<file path="src/btcc_pkg.sv">
// Constants and types for the bus transaction cycle cost timer
package btcc_pkg;

  // Bus timing ratio of the bus clock against the processor clock
  typedef enum logic [1:0] {
    BTCC_R1X = 2'h0,
    BTCC_R2X = 2'h1,
    BTCC_R4X = 2'h2
  } btcc_ratio_t;

  // Kind of bus transaction being costed
  typedef enum logic [4:0] {
    BTCC_RD_BYTE  = 5'h00,
    BTCC_RD_WORD  = 5'h01,
    BTCC_WR_BYTE  = 5'h02,
    BTCC_WR_WORD  = 5'h03,
    BTCC_IO_RD    = 5'h04,
    BTCC_IO_WR    = 5'h05,
    BTCC_TEST_SET = 5'h06,
    BTCC_TMPL_FIRST = 5'h07,
    BTCC_EPU_IFN  = 5'h08,
    BTCC_EPU_CPU  = 5'h09,
    BTCC_EPU_WR   = 5'h0a,
    BTCC_EPU_RD   = 5'h0b,
    BTCC_ACK_NMI  = 5'h0c,
    BTCC_ACK_M0   = 5'h0d,
    BTCC_ACK_M1   = 5'h0e,
    BTCC_ACK_M2   = 5'h0f,
    BTCC_ACK_M3   = 5'h10
  } btcc_kind_t;

  // Operand addressing mode, which adds address computation cycles
  typedef enum logic [2:0] {
    BTCC_AM_IR = 3'h0,
    BTCC_AM_DA = 3'h1,
    BTCC_AM_X  = 3'h2,
    BTCC_AM_SX = 3'h3,
    BTCC_AM_RA = 3'h4,
    BTCC_AM_SR = 3'h5,
    BTCC_AM_BX = 3'h6
  } btcc_amode_t;

  // Widths
  localparam int BTCC_WAIT_W = 4;
  localparam int BTCC_COST_W = 8;

  // Fixed costs, same at every ratio
  localparam logic [7:0] BTCC_C_HIT = 8'h05;
  localparam logic [7:0] BTCC_C_UHH = 8'h09;
  localparam logic [7:0] BTCC_C_FIXED = 8'h06;
  localparam logic [7:0] BTCC_C_FAULT = 8'h04;
  localparam logic [7:0] BTCC_C_NMI = 8'h04;
  localparam logic [7:0] BTCC_C_UWR_FIRST = 8'h0a;
  localparam logic [3:0] BTCC_UWR_FIRST_MAXW = 4'h1;

  // Base costs at 1x, 2x and 4x, before wait and phase terms
  localparam logic [7:0] BTCC_B_MISS [3] = '{8'h08, 8'h0b, 8'h10};
  localparam logic [7:0] BTCC_B_UM1 [3] = '{8'h0c, 8'h0f, 8'h14};
  localparam logic [7:0] BTCC_B_UMM [3] = '{8'h0f, 8'h15, 8'h1f};
  localparam logic [7:0] BTCC_B_UWR [3] = '{8'h09, 8'h0c, 8'h11};
  localparam logic [7:0] BTCC_B_IORD [3] = '{8'h09, 8'h0d, 8'h14};
  localparam logic [7:0] BTCC_B_ECPU [3] = '{8'h09, 8'h0d, 8'h14};
  localparam logic [7:0] BTCC_B_EWR [3] = '{8'h0a, 8'h0f, 8'h18};
  localparam logic [7:0] BTCC_B_ACK0 [3] = '{8'h08, 8'h0d, 8'h16};
  localparam logic [7:0] BTCC_B_ACKN [3] = '{8'h0a, 8'h0f, 8'h18};

  // Address computation cycles
  localparam logic [7:0] BTCC_AM_ADD_NONE = 8'h00;
  localparam logic [7:0] BTCC_AM_ADD_IDX = 8'h01;
  localparam logic [7:0] BTCC_AM_ADD_BX = 8'h02;

  // Reset values and the phase saturation limit
  localparam logic [7:0] BTCC_CNT_RST = 8'h00;
  localparam logic [1:0] BTCC_PHASE_RST = 2'h0;
  localparam logic [1:0] BTCC_PHASE_MAX = 2'h3;

endpackage

</file>
<file path="src/btcc_phase.sv">
// Bus clock phase tracker for the cost timer
`timescale 1ns/1ps
module btcc_phase (
  // Clock, reset and enable
  input wire logic clk,
  input wire logic rst_b,
  input wire logic ce,
  // Bus clock pin, asynchronous to clk
  input wire logic bus_clk,
  // Processor cycles since the last bus clock rise, saturating
  output logic [1:0] phase
);
  import btcc_pkg::*;

  // All state of the tracker
  typedef struct packed {
    logic s1;        // First synchroniser stage
    logic s2;        // Second synchroniser stage
    logic s3;        // Delayed copy for edge detect
    logic [1:0] ph;  // Cycles since rise
  } btcc_ph_t;

  btcc_ph_t r_q;
  btcc_ph_t r_d;

  // Next state: edge detect only looks past the first stage
  always_comb begin
    r_d = r_q;
    r_d.s1 = bus_clk;
    r_d.s2 = r_q.s1;
    r_d.s3 = r_q.s2;
    if (r_q.s2 && !r_q.s3) begin
      // Rising bus clock restarts the phase count
      r_d.ph = BTCC_PHASE_RST;
    end else if (r_q.ph != BTCC_PHASE_MAX) begin
      r_d.ph = r_q.ph + 2'h1;
    end
  end

  // State register, frozen while the enable is low
  always_ff @(posedge clk or negedge rst_b) begin
    if (!rst_b) begin
      r_q <= '0;
    end else if (ce) begin
      r_q <= r_d;
    end
  end

  assign phase = r_q.ph;

endmodule // btcc_phase

</file>
<file path="src/btcc_cost_timer.sv">
// Bus transaction cycle cost timer: costs and times one transaction
//
// Contract
// - Byte/aligned read: hit 5, miss by ratio
// - Unaligned read, both bytes hit: 9
// - Unaligned read, one byte misses: by ratio
// - Unaligned read, both miss: by ratio
// - Page fault: 4 cycles, then violation trap
// - Aligned only if even and 16-bit bus
// - Address mode adds 0, 1 or 2
// - Byte/aligned write 5; unaligned by ratio
// - Write to valid cached byte flushes pipeline
// - Unaligned write, first byte cached, at 1x: 10 or 9+w
// - Phase extra follows request against bus clock
// - Wait count excludes built-in wait states
// - I/O read by ratio; I/O write 5
// - Internal I/O: 5, no bus cycle
// - Coprocessor transfers cost by ratio
// - Waits count on top of automatic ones
`timescale 1ns/1ps
module btcc_cost_timer (
  // Clock, reset and enable
  input wire logic CLOCK,
  input wire logic RST_B,
  input wire logic CE,
  // Bus clock pin, used only for its phase
  input wire logic BUS_CLK,
  // Transaction request, sampled when idle
  input wire logic REQ,
  input wire btcc_pkg::btcc_kind_t REQ_KIND,
  input wire btcc_pkg::btcc_ratio_t REQ_RATIO,
  input wire logic [3:0] REQ_WAIT,
  input wire btcc_pkg::btcc_amode_t REQ_AMODE,
  // Cache state of the first and second byte
  input wire logic REQ_HIT0,
  input wire logic REQ_HIT1,
  // Address bit 0 and bus width
  input wire logic REQ_ADDR0,
  input wire logic REQ_BUS16,
  // Page fault, fixed memory, internal I/O qualifiers
  input wire logic REQ_FAULT,
  input wire logic REQ_FIXED,
  input wire logic REQ_INTERNAL,
  // Status and results
  output logic BUSY,
  output logic DONE,
  output logic [7:0] COST,
  output logic FLUSH,
  output logic AV_TRAP,
  output logic EXT_CYCLE
);
  import btcc_pkg::*;

  // Sequencer states
  typedef enum logic [0:0] {
    BTCC_IDLE = 1'b0,
    BTCC_RUN  = 1'b1
  } btcc_state_t;

  // All state of the timer
  typedef struct packed {
    btcc_state_t st;     // Sequencer state
    logic [7:0] cnt;     // Cycles left minus one
    logic [7:0] cost;    // Cost of the current transaction
    logic fl_pend;       // Flush due at completion
    logic tr_pend;       // Trap due at completion
    logic busy;          // Transaction in progress
    logic done;          // Completion pulse
    logic flush;         // Pipeline flush pulse
    logic trap;          // Access violation trap pulse
    logic ext;           // External bus cycle in use
  } btcc_st_t;

  btcc_st_t r_q;
  btcc_st_t r_d;

  logic [1:0] phase;      // Processor cycles since bus clock rise
  logic aligned;          // Word counts as aligned
  logic is_word;          // Transfer is a word
  logic is_write;         // Transfer is a data write
  logic [7:0] wterm;      // Wait term scaled by ratio
  logic [7:0] xterm;      // Single phase extra
  logic [7:0] amadd;      // Address computation cycles
  logic [7:0] cost_c;     // Computed cost
  logic flush_c;          // Computed flush
  logic ext_c;            // Computed external cycle flag

  // Phase of the bus clock against the processor clock
  btcc_phase u_phase (
    .clk(CLOCK),
    .rst_b(RST_B),
    .ce(CE),
    .bus_clk(BUS_CLK),
    .phase(phase)
  );

  // Ratio index into the base tables; an unused code counts as 1x
  function automatic int unsigned rix(input btcc_ratio_t r);
    case (r)
      BTCC_R2X: rix = 1;
      BTCC_R4X: rix = 2;
      default: rix = 0;
    endcase
  endfunction

  // Base plus scaled waits plus phase extra, used by many kinds
  function automatic logic [7:0] bus_cost(
    input logic [7:0] base [3],
    input btcc_ratio_t r,
    input logic [7:0] w,
    input logic [7:0] x
  );
    bus_cost = base[rix(r)] + w + x;
  endfunction

  // Word alignment: even address over a 16-bit bus only
  always_comb begin
    aligned = !REQ_ADDR0 && REQ_BUS16;
  end

  // Wait states scale with ratio; the requester supplies only the
  // added waits, so the built-in I/O wait never enters here
  always_comb begin
    case (REQ_RATIO)
      BTCC_R2X: wterm = {3'h0, REQ_WAIT, 1'b0};
      BTCC_R4X: wterm = {2'h0, REQ_WAIT, 2'h0};
      default: wterm = {4'h0, REQ_WAIT};
    endcase
  end

  // Phase extra: 0-1 at 2x, 0-3 at 4x, none at 1x. The tracker
  // restarts on each bus clock rise, so the extra really wanders
  always_comb begin
    case (REQ_RATIO)
      BTCC_R2X: xterm = {7'h00, phase[0]};
      BTCC_R4X: xterm = {6'h00, phase};
      default: xterm = BTCC_CNT_RST;
    endcase
  end

  // Address computation cycles, only for memory data transfers
  always_comb begin
    case (REQ_AMODE)
      BTCC_AM_X, BTCC_AM_SX, BTCC_AM_RA, BTCC_AM_SR: begin
        amadd = BTCC_AM_ADD_IDX;
      end
      BTCC_AM_BX: begin
        amadd = BTCC_AM_ADD_BX;
      end
      default: begin
        amadd = BTCC_AM_ADD_NONE;
      end
    endcase
  end

  // Cost table by kind; word flags feed the flush decision
  always_comb begin
    is_word = (REQ_KIND == BTCC_RD_WORD) || (REQ_KIND == BTCC_WR_WORD);
    is_write = (REQ_KIND == BTCC_WR_BYTE) || (REQ_KIND == BTCC_WR_WORD);
    cost_c = BTCC_C_HIT;
    ext_c = 1'b0;
    case (REQ_KIND)
      BTCC_RD_BYTE: begin
        // Byte read behaves like an aligned word
        if (!REQ_HIT0) begin
          cost_c = bus_cost(BTCC_B_MISS, REQ_RATIO, wterm, xterm);
          ext_c = 1'b1;
        end
      end
      BTCC_RD_WORD: begin
        if (aligned) begin
          if (!REQ_HIT0) begin
            cost_c = bus_cost(BTCC_B_MISS, REQ_RATIO, wterm, xterm);
            ext_c = 1'b1;
          end
        end else if (REQ_HIT0 && REQ_HIT1) begin
          cost_c = BTCC_C_UHH;
        end else if (REQ_HIT0 || REQ_HIT1) begin
          cost_c = bus_cost(BTCC_B_UM1, REQ_RATIO, wterm, xterm);
          ext_c = 1'b1;
        end else begin
          // Two bus cycles, so the phase extra can occur twice
          cost_c = bus_cost(BTCC_B_UMM, REQ_RATIO, wterm,
                            {xterm[6:0], 1'b0});
          ext_c = 1'b1;
        end
      end
      BTCC_WR_BYTE: begin
        cost_c = BTCC_C_HIT;
        ext_c = 1'b1;
      end
      BTCC_WR_WORD: begin
        ext_c = 1'b1;
        if (aligned) begin
          cost_c = BTCC_C_HIT;
        end else if (REQ_HIT0 && rix(REQ_RATIO) == 0) begin
          // First byte cached: short waits still cost the full 10
          if (REQ_WAIT <= BTCC_UWR_FIRST_MAXW) begin
            cost_c = BTCC_C_UWR_FIRST;
          end else begin
            cost_c = bus_cost(BTCC_B_UWR, REQ_RATIO, wterm, xterm);
          end
        end else begin
          cost_c = bus_cost(BTCC_B_UWR, REQ_RATIO, wterm, xterm);
        end
      end
      BTCC_IO_RD: begin
        if (REQ_INTERNAL) begin
          cost_c = BTCC_C_HIT;
        end else begin
          cost_c = bus_cost(BTCC_B_IORD, REQ_RATIO, wterm, xterm);
          ext_c = 1'b1;
        end
      end
      BTCC_IO_WR: begin
        // Posted write: fixed cost either way, bus only if external
        cost_c = BTCC_C_HIT;
        ext_c = !REQ_INTERNAL;
      end
      BTCC_TEST_SET: begin
        if (REQ_FIXED) begin
          cost_c = BTCC_C_FIXED;
        end else begin
          cost_c = bus_cost(BTCC_B_MISS, REQ_RATIO, wterm, xterm);
          ext_c = 1'b1;
        end
      end
      BTCC_TMPL_FIRST, BTCC_EPU_IFN, BTCC_EPU_RD: begin
        cost_c = bus_cost(BTCC_B_MISS, REQ_RATIO, wterm, xterm);
        ext_c = 1'b1;
      end
      BTCC_EPU_CPU: begin
        cost_c = bus_cost(BTCC_B_ECPU, REQ_RATIO, wterm, xterm);
        ext_c = 1'b1;
      end
      BTCC_EPU_WR: begin
        cost_c = bus_cost(BTCC_B_EWR, REQ_RATIO, wterm, xterm);
        ext_c = 1'b1;
      end
      BTCC_ACK_NMI: begin
        cost_c = BTCC_C_NMI;
      end
      BTCC_ACK_M0: begin
        cost_c = bus_cost(BTCC_B_ACK0, REQ_RATIO, wterm, xterm);
        ext_c = 1'b1;
      end
      BTCC_ACK_M1, BTCC_ACK_M2, BTCC_ACK_M3: begin
        cost_c = bus_cost(BTCC_B_ACKN, REQ_RATIO, wterm, xterm);
        ext_c = 1'b1;
      end
      default: begin
        cost_c = BTCC_C_HIT;
      end
    endcase
    // Memory data transfers pay for the effective address
    case (REQ_KIND)
      BTCC_RD_BYTE, BTCC_RD_WORD, BTCC_WR_BYTE, BTCC_WR_WORD,
      BTCC_EPU_RD, BTCC_EPU_WR: begin
        cost_c = cost_c + amadd;
      end
      default: begin
        cost_c = cost_c;
      end
    endcase
    // A fault on a byte or word read or write overrides everything: short fixed cost, no transfer
    if (REQ_FAULT && (is_write || REQ_KIND == BTCC_RD_BYTE ||
                      REQ_KIND == BTCC_RD_WORD)) begin
      cost_c = BTCC_C_FAULT;
      ext_c = 1'b0;
    end
  end

  // A written byte still valid in cache forces a pipeline flush
  always_comb begin
    flush_c = is_write && !REQ_FAULT &&
              (REQ_HIT0 || (is_word && REQ_HIT1));
  end

  // Sequencer: load the cost, count it down, pulse at the end.
  // Requests during a transaction are ignored, not queued, since
  // the requester owns exactly one transaction at a time
  always_comb begin
    r_d = r_q;
    r_d.done = 1'b0;
    r_d.flush = 1'b0;
    r_d.trap = 1'b0;
    case (r_q.st)
      BTCC_IDLE: begin
        if (REQ) begin
          r_d.st = BTCC_RUN;
          r_d.cost = cost_c;
          r_d.cnt = cost_c - 8'h01;
          r_d.fl_pend = flush_c;
          r_d.tr_pend = REQ_FAULT && (is_write ||
                        REQ_KIND == BTCC_RD_BYTE ||
                        REQ_KIND == BTCC_RD_WORD);
          r_d.busy = 1'b1;
          r_d.ext = ext_c;
        end
      end
      BTCC_RUN: begin
        if (r_q.cnt == BTCC_CNT_RST) begin
          // Last cycle: report completion, flush or trap
          r_d.st = BTCC_IDLE;
          r_d.busy = 1'b0;
          r_d.ext = 1'b0;
          r_d.done = 1'b1;
          r_d.flush = r_q.fl_pend;
          r_d.trap = r_q.tr_pend;
          r_d.fl_pend = 1'b0;
          r_d.tr_pend = 1'b0;
        end else begin
          r_d.cnt = r_q.cnt - 8'h01;
        end
      end
      default: begin
        r_d.st = BTCC_IDLE;
        r_d.busy = 1'b0;
      end
    endcase
  end

  // State register, frozen while the enable is low
  always_ff @(posedge CLOCK or negedge RST_B) begin
    if (!RST_B) begin
      r_q <= '0;
    end else if (CE) begin
      r_q <= r_d;
    end
  end

  // Outputs straight from the state register
  assign BUSY = r_q.busy;
  assign DONE = r_q.done;
  assign COST = r_q.cost;
  assign FLUSH = r_q.flush;
  assign AV_TRAP = r_q.trap;
  assign EXT_CYCLE = r_q.ext;

endmodule // btcc_cost_timer

</file>
<file path="config.mk">
export PLATFORM = sky130hd
export DESIGN_NAME = btcc_cost_timer
export DESIGN_NICKNAME = d
export VERILOG_FILES = /design/src/btcc_pkg.sv /design/src/btcc_phase.sv /design/src/btcc_cost_timer.sv
export SDC_FILE = /design/constraint.sdc
export NUM_CORES = 1
export LEC_CHECK = 0
export CAP_MARGIN = 20
export CORE_AREA = 10 10 162 126
export CTS_BUF_LIST = sky130_fd_sc_hd__clkbuf_16
export DETAILED_ROUTE_END_ITERATION = 10
export DIE_AREA = 0 0 172 136
export DONT_BUFFER_PORTS = 1
export GPL_ROUTABILITY_DRIVEN = 0
export GPL_TIMING_DRIVEN = 0
export PLACE_DENSITY_LB_ADDON = 0.08
export SLEW_MARGIN = 20
export SYNTH_ARGS = -nofsm -noshare
export SYNTH_HDL_FRONTEND = slang
export SYNTH_HIERARCHICAL = 1
export SYNTH_SLANG_ARGS = --single-unit
</file>
<file path="constraint.sdc">
create_clock -name CLOCK -period 5.3 [get_ports CLOCK]
set_input_delay 0 -clock CLOCK [delete_from_list [all_inputs] [get_ports CLOCK]]
set_output_delay 0 -clock CLOCK [all_outputs]
set_load 0.01 [all_outputs]
</file>
# Yosys cells after proc, flatten, opt, wreduce, memory -nomap -nowiden
# Cells that the tools add are included.
[totals]
register_bits = 29
word_cells = 234
[op_classes]
add_sub_neg = 30
reduce_logical = 31
n_mux = 104
magnitude_cmp = 14
n_bitwise = 14
n_eq_ne = 27
[ops]
columns = ["operator", "count"]
rows = [
  ["two-way mux 32 bit", 30],
  [">= comparator 33 x 3 -> 1 bit, second input constant", 13],
  ["NOT 32 -> 33 bit", 13],
  ["two-way mux 8 bit", 39],
  ["adder 8 bit", 27],
  ["binary-select mux 8 bit (select 2 bit)", 13],
  ["one-hot mux 8 bit (11 select lines)", 1],
  ["equality test 5 x 4 -> 1 bit, second input constant", 8],
  ["logical NOT 32 bit", 1],
  ["equality test 5 x 3 -> 1 bit, second input constant", 4],
  ["two-way mux 20 bit", 1],
  ["one-hot mux 9 bit (2 select lines)", 1],
  ["subtractor 8 x 1 -> 8 bit, second input constant", 2],
  ["one-hot mux 2 bit (2 select lines)", 3],
  ["one-hot mux 6 bit (2 select lines)", 1],
  ["OR reduction 11 bit", 1],
  ["equality test 5 x 2 -> 1 bit, second input constant", 2],
  ["equality test 3 bit, second input constant", 3],
  ["AND reduction 3 bit", 3],
  ["logical AND 1 bit", 8],
  ["logical NOT 8 bit", 1],
  ["two-way mux 1 bit", 8],
  ["two-way mux 7 bit", 1],
  ["equality test 3 x 2 -> 1 bit, second input constant", 2],
  ["22 further kinds", 34],
]

# Longest topological paths before layout
[depth]
depth_word = 25
mapped_depth = 22
ltp_nobuf = 21

# Hierarchy
# The synthesis kept the hierarchy.
[modules_own_cells]
columns = ["module", "area_each_um2", "seq_area_each_um2", "n_inst", "cells_per_inst"]
rows = [
  ["btcc_cost_timer", 4013.8, 600.6, 1, 514],
  ["btcc_phase", 237.7, 125.1, 1, 19],
]

# Least setup slack after synthesis
# Ideal clock, no wire load.
[synth_timing]
path_kind = "input -> register"
startpoint = "input port REQ_RATIO[0]"
endpoint = "register r_q[22] (netlist name)"
path_stages = 18
n_path_buf = 1
setup_ps = 71
setup_slack_ps = 971
arrival_time_ps = 4257
path_cell_list = "inv_1 ha_1 clkbuf_1 o21ai_0 inv_1 fa_1 inv_1 fa_1 xnor2_1 a221oi_1 o21ai_0 or4b_1 and2_1 mux2i_1 nand3_1 a211oi_1 mux2_2 nor2_1"
[synth_between]
elab_chain_len = 22
elab_cells_between_ends = 132
classes_between = "add/sub (28); eq/ne (2); mux (87); bitwise (13); reduce/logical (2)"
[synth_lines]
columns = ["item", "line", "rtl"]
rows = [
  ["from (decl)", "btcc_cost_timer.sv:31", "input wire btcc_pkg::btcc_ratio_t REQ_RATIO,"],
  ["equality test 2 bit / equality test 2 x 1 -> 1 bit (equally long branches)", "btcc_cost_timer.sv:99, btcc_cost_timer.sv:124, btcc_cost_timer.sv:134", ""],
  ["one-hot mux 2 bit (2 select lines)", "btcc_cost_timer.sv:99", "case (r)"],
  ["two-way mux 32 bit, on equally long branches", "btcc_cost_timer.sv:198, btcc_cost_timer.sv:178", ""],
  ["two-way mux 32 bit, on equally long branches", "btcc_cost_timer.sv:196, btcc_cost_timer.sv:176", ""],
  ["two-way mux 32 bit, on equally long branches", "btcc_cost_timer.sv:194, btcc_cost_timer.sv:171", ""],
  ["two-way mux 32 bit", "btcc_cost_timer.sv:162", "case (REQ_KIND)"],
  ["NOT 32 -> 33 bit (not written as such)", "btcc_cost_timer.sv:113", "bus_cost = base[rix(r)] + w + x;"],
  ["binary-select mux 8 bit (select 2 bit)", "btcc_cost_timer.sv:113", ""],
  ["(+6 left out)", "n/a", ""],
  ["two-way mux 8 bit, on equally long branches", "btcc_cost_timer.sv:194, btcc_cost_timer.sv:171", ""],
  ["one-hot mux 8 bit (11 select lines) (*)", "btcc_cost_timer.sv:162", ""],
  ["adder 8 bit", "btcc_cost_timer.sv:259", "cost_c = cost_c + amadd;"],
  ["two-way mux 8 bit (*)", "btcc_cost_timer.sv:256", "case (REQ_KIND)"],
  ["two-way mux 8 bit (*)", "btcc_cost_timer.sv:266", "if (REQ_FAULT && (is_write || REQ_KIND == BTCC_RD_BYTE ||"],
  ["subtractor 8 x 1 -> 8 bit (*)", "btcc_cost_timer.sv:292", "r_d.cnt = cost_c - 8'h01;"],
  ["two-way mux 20 bit (*)", "btcc_cost_timer.sv:289", "if (REQ) begin"],
  ["one-hot mux 9 bit (2 select lines) (*)", "btcc_cost_timer.sv:287", "case (r_q.st)"],
  ["to (signal assigned)", "btcc_cost_timer.sv:328", "r_q <= r_d;"],
  ["to (decl)", "btcc_cost_timer.sv:74", "btcc_st_t r_q;"],
]
# Mark *: on every way between the ends. The rest lies on a longest branch, timed or not. The select of a mux whose other input is x is not followed.
# A chain may end at the register's enable or synchronous reset.

# Worst setup path after layout
[layout_timing]
startpoint = "register u_phase.r_q (netlist bit u_phase/phase[1])"
endpoint = "register r_q[22] (netlist name)"
[layout_between]
elab_chain_len = 12
elab_cells_between_ends = 31
classes_between = "add/sub (15); mux (16)"
[layout_lines]
columns = ["item", "line", "rtl"]
rows = [
  ["from (decl)", "btcc_phase.sv:23", "btcc_ph_t r_q;"],
  ["from (signal assigned)", "btcc_phase.sv:45", "r_q <= r_d;"],
  ["one-hot mux 2 bit (2 select lines) (*)", "btcc_cost_timer.sv:134", "case (REQ_RATIO)"],
  ["adder 8 bit", "btcc_cost_timer.sv:113", ""],
  ["two-way mux 8 bit, on equally long branches", "btcc_cost_timer.sv:198, btcc_cost_timer.sv:178", ""],
  ["two-way mux 8 bit, on equally long branches", "btcc_cost_timer.sv:196, btcc_cost_timer.sv:176", ""],
  ["two-way mux 8 bit, on equally long branches", "btcc_cost_timer.sv:194, btcc_cost_timer.sv:171", ""],
  ["one-hot mux 8 bit (11 select lines) (*)", "btcc_cost_timer.sv:162", ""],
  ["adder 8 bit", "btcc_cost_timer.sv:259", ""],
  ["two-way mux 8 bit (*)", "btcc_cost_timer.sv:256", ""],
  ["two-way mux 8 bit (*)", "btcc_cost_timer.sv:266", ""],
  ["subtractor 8 x 1 -> 8 bit (*)", "btcc_cost_timer.sv:292", ""],
  ["two-way mux 20 bit (*)", "btcc_cost_timer.sv:289", ""],
  ["one-hot mux 9 bit (2 select lines) (*)", "btcc_cost_timer.sv:287", ""],
]
# Marked as above.

==> run summary <==
The flow ran to the end, and the final reports show no timing, DRC or antenna violations. The count of buffering cells on the critical path with inverters included came out at 2. The highest achievable clock rate came out at just over 200 MHz. The wire length per cell is 18.9 um.

The deepest level of the CTS H-tree came out at 2. The final instance area is between 0.004 and 0.005 mm2. The total grt overflow came out at 0. The total clock buffers created by CTS came out at 5. Dividing the final minimum period by the clock period gives approximately 90%.

The effective utilization at floorplan is about a quarter. After the last flow step, the layout net total stands at about 630. The internal cell power came out at between 700 and 800 uW.

The floorplan step set the die height to 136 um. Synthesis handed over a netlist of 533 instances. The largest vdd supply drop came out at roughly 0.11 mV. Entering global routing, the biggest net connects 30 pins. The critical path is of the reg2reg type. The switching portion of total power came out at roughly two fifths. The number of port buffers is 0. The proportion of layout cells with a drive suffix above 1 came out at under 10%. The maximum root-to-sink buffer count is 2. The DRC violations left is 0. The global-route total usage across every layer came out at about 12%.

The final-report max-slew violation count is 0. The slew at the pin closest to its max-slew limit came out at 680 ps. The number of antenna violations at the first check in global routing is 0.

The clock network accounts for between 20% and 30% of the total power. Setup repair after global routing left no endpoint under its margin. The critical path goes through buf_4 > nand2_1 > fa_1 > inv_1 > ha_1 > o21a_1 > a211o_1 > a31oi_1 > nand4_1 > ha_1 > a21oi_1 > nor2_1 > o21a_1 > mux2i_1 > nand3_1 > a211oi_1 > mux2_2 > nor2_1.

CTS saw 29 sinks. The total area inside the core boundary comes to between 0.015 and 0.02 mm2. After clock tree synthesis, the clock-pin slew on the worst setup and hold paths is roughly 60 ps.

The number of vias per cell is between 5 and 6. The cell area after synthesis came out at 0.00425 mm2. Row generation in the floorplan step produced 42 rows. The top cell types in the final layout, fill and taps aside, are 48 x sky130_fd_sc_hd__nand2_1, 46 x sky130_fd_sc_hd__ha_1, 44 x sky130_fd_sc_hd__inv_1. The number of violations of the max-capacitance limit came out at 0. The post-synthesis to final-layout area growth came out at 11.8%. The time the worst path needs with I/O delays and setup came out at about 4900 ps. The largest single stage delay on the critical path is around 540 ps. The synthesized netlist contains 73 unique library cells. The switching power is 569 uW. The worst hold slack after final layout came out at roughly 34 ps.

The number of primary I/O pins is 39. Sequential cells account for roughly a quarter of the total power. The power density over cell area is roughly 290 mW/mm2. The worst-path cell with the longest stage delay is sky130_fd_sc_hd__fa_1. The post-synthesis sequential area ratio came out at 17.1%. The fill cell total of the finished layout came out at 1888. The via count of the first global-routing pass is between 3000 and 4000. Per report_power, the combinational group accounts for roughly 50% of the total. The aggregate routed wire length is roughly 14000 um.

The library cell used most frequently in the layout, excluding fill and tap cells, is sky130_fd_sc_hd__nand2_1. The setup clock skew after layout is around 4.8 ps. Measured against its own limit, the worst slew margin works out to between 50% and 60%. Once placement finished, the instance area stood at approximately 0.0045 mm2. Post-CTS timing repair inserted 0 buffers for setup.

The floorplan step defined a die boundary enclosing between 0.02 and 0.025 mm2. In this run the remaining antenna-violating nets after routing total 0. For this run, the number of Yosys warnings is 6. On the critical path the largest part of the delay comes from adder cells.

The number of endpoints with negative hold slack in the final report came to 0. The number of antenna diodes in the final layout is 0. The violation count after the first detailed-routing iteration is between 200 and 300. The die boundary width is approximately 170 um. Synthesis produced a netlist with a net count of 618. The worst hold path class is in2reg. The primary flip-flop cell chosen by synthesis mapping is sky130_fd_sc_hd__dfrtp_1.

For this run, the detailed router's first-pass iteration total came to 7. The average cell area after synthesis came out at 7.98 um2. The clock latency at the later pin of the worst-skew pair is 280 ps.

STA classifies the critical path startpoint as a flip-flop. The number of enable-type register cells in the synthesized netlist came out at 0. The share of async-settable or async-resettable flops after synthesis is 100%.

For this design the static power due to leakage is roughly 2.1 nW. Setup violations remaining at the end of the flow were counted as 0. STA classifies the critical path endpoint as a flip-flop. TritonCTS built the clock tree. Of all nets on the critical path, the largest fanout is 5. The wire length of the first global-routing pass is 22600 um. The clock tree root driver cell is sky130_fd_sc_hd__clkbuf_16.

The flop and latch count out of synthesis is 29. The detailed-route via count is between 3000 and 4000. Data arrives at the worst endpoint at slightly above 5000 ps.

The detailed-placement wirelength estimate came out at 12000 um. At the worst endpoint, the required time is 5510 ps.
kinds of logic after synthesis:
family | synth area share, %
buf+inv | 8.53
fa+ha+maj | 19.7
simple gates | 22.7
xor+xnor | 4.53
flops | 17.1
compound gates | 24.7
mux | 2.83
per-stage QoR:
stage	setup WS, ps	cells	util [%]	total power [mW]	setup TNS [ps]
2_1_floorplan	971	533	-	0.822	0
3_3_place_gp	-306	753	26.1	1.02	-306
3_5_place_dp	-27.4	753	26.1	1.02	-27.4
4_1_cts	242	766	27.4	1.37	0
5_1_grt	140	765	27.4	1.48	0
6_report	396	765	27.4	1.36	0
per-layer routing:
metal  wire, um  track usage, %
met2       5270            16.2
met4         63            1.29
met3        845            2.78
met5          0               0
met1       8290            19.9
final timing paths:
path	from	endpoint	slack, ps	cells after the start
min	REQ	r_q[22]	30	3
max in group asynchronous	RST_B	EXT_CYCLE	4960	2
max	u_phase/phase[1]	r_q[22]	400	18
max reg2reg	u_phase/phase[1]	r_q[22]	400	18
min in group asynchronous	RST_B	r_q[21]	170	2
min reg2reg	COST[1]	COST[1]	480	2
registers in the layout (all words and copies together), names as in the netlist:
name,count
u_phase/r_q,1
r_q,11
COST,8
u_phase/r_d,2
AV_TRAP,1
EXT_CYCLE,1
BUSY,1
FLUSH,1
u_phase/phase,2
DONE,1
synth_stat cells, types with 5 or more instances:
library cell	instances	area [um2]
sky130_fd_sc_hd__nand2_1	48	180
sky130_fd_sc_hd__ha_1	46	576
sky130_fd_sc_hd__inv_1	44	165
sky130_fd_sc_hd__o21ai_0	38	190
sky130_fd_sc_hd__a21oi_1	34	170
sky130_fd_sc_hd__dfrtp_1	29	726
sky130_fd_sc_hd__nor2_1	27	101
sky130_fd_sc_hd__nand3_1	17	85.1
sky130_fd_sc_hd__clkbuf_1	16	60.1
sky130_fd_sc_hd__fa_1	13	260
sky130_fd_sc_hd__xor2_1	13	114
sky130_fd_sc_hd__nor3_1	12	60.1
sky130_fd_sc_hd__buf_4	11	82.6
sky130_fd_sc_hd__and2_1	10	62.6
sky130_fd_sc_hd__nor2b_1	10	62.6
sky130_fd_sc_hd__xnor2_1	9	78.8
sky130_fd_sc_hd__a21o_1	8	60.1
sky130_fd_sc_hd__buf_2	8	40.0
sky130_fd_sc_hd__mux2_2	8	90.1
sky130_fd_sc_hd__nand2b_1	8	50.1
sky130_fd_sc_hd__o211ai_1	8	60.1
sky130_fd_sc_hd__a211oi_1	6	45.0
sky130_fd_sc_hd__a22oi_1	6	45.0
sky130_fd_sc_hd__and3_1	6	37.5
sky130_fd_sc_hd__a221oi_1	5	43.8
sky130_fd_sc_hd__a31oi_1	5	31.3
sky130_fd_sc_hd__and3b_1	5	43.8
sky130_fd_sc_hd__o21a_1	5	37.5
sky130_fd_sc_hd__o22ai_1	5	31.3
power groups by stage:
stage | Sequential, mW | Combinational, mW | Clock (mW)
CTS | 0.344 | 0.683 | 0.338
global placement | 0.347 | 0.669 | 0
finish | 0.344 | 0.683 | 0.331
floorplan | 0.330 | 0.491 | 0
detailed placement | 0.348 | 0.668 | 0
global route | 0.357 | 0.770 | 0.351
repair_timing:
item                                    4_1_cts  5_1_grt
hold buffers                                  5        0
gates resized for setup                       0        2
endpoints found under the hold margin        36        0
endpoints found under the setup margin        0        1
final cells by class:
cell class | count | area, um2 | area share, %
Sequential cell | 29 | 726 | 15.3
Timing Repair Buffer | 5 | 60.1 | 1.26
Buffer | 36 | 194 | 4.08
Tap cell | 220 | 275 | 5.79
Multi-Input combinational cell | 423 | 3170 | 66.6
Inverter | 44 | 165 | 3.47
Clock buffer | 5 | 125 | 2.63
Clock inverter | 3 | 41.3 | 0.869
worst min-delay path, stage by stage:
cell	delay (ps)
sky130_fd_sc_hd__nand2_1	90
sky130_fd_sc_hd__a221o_1	150
sky130_fd_sc_hd__nor2_1	40
Power figures use the tool's default switching activity.
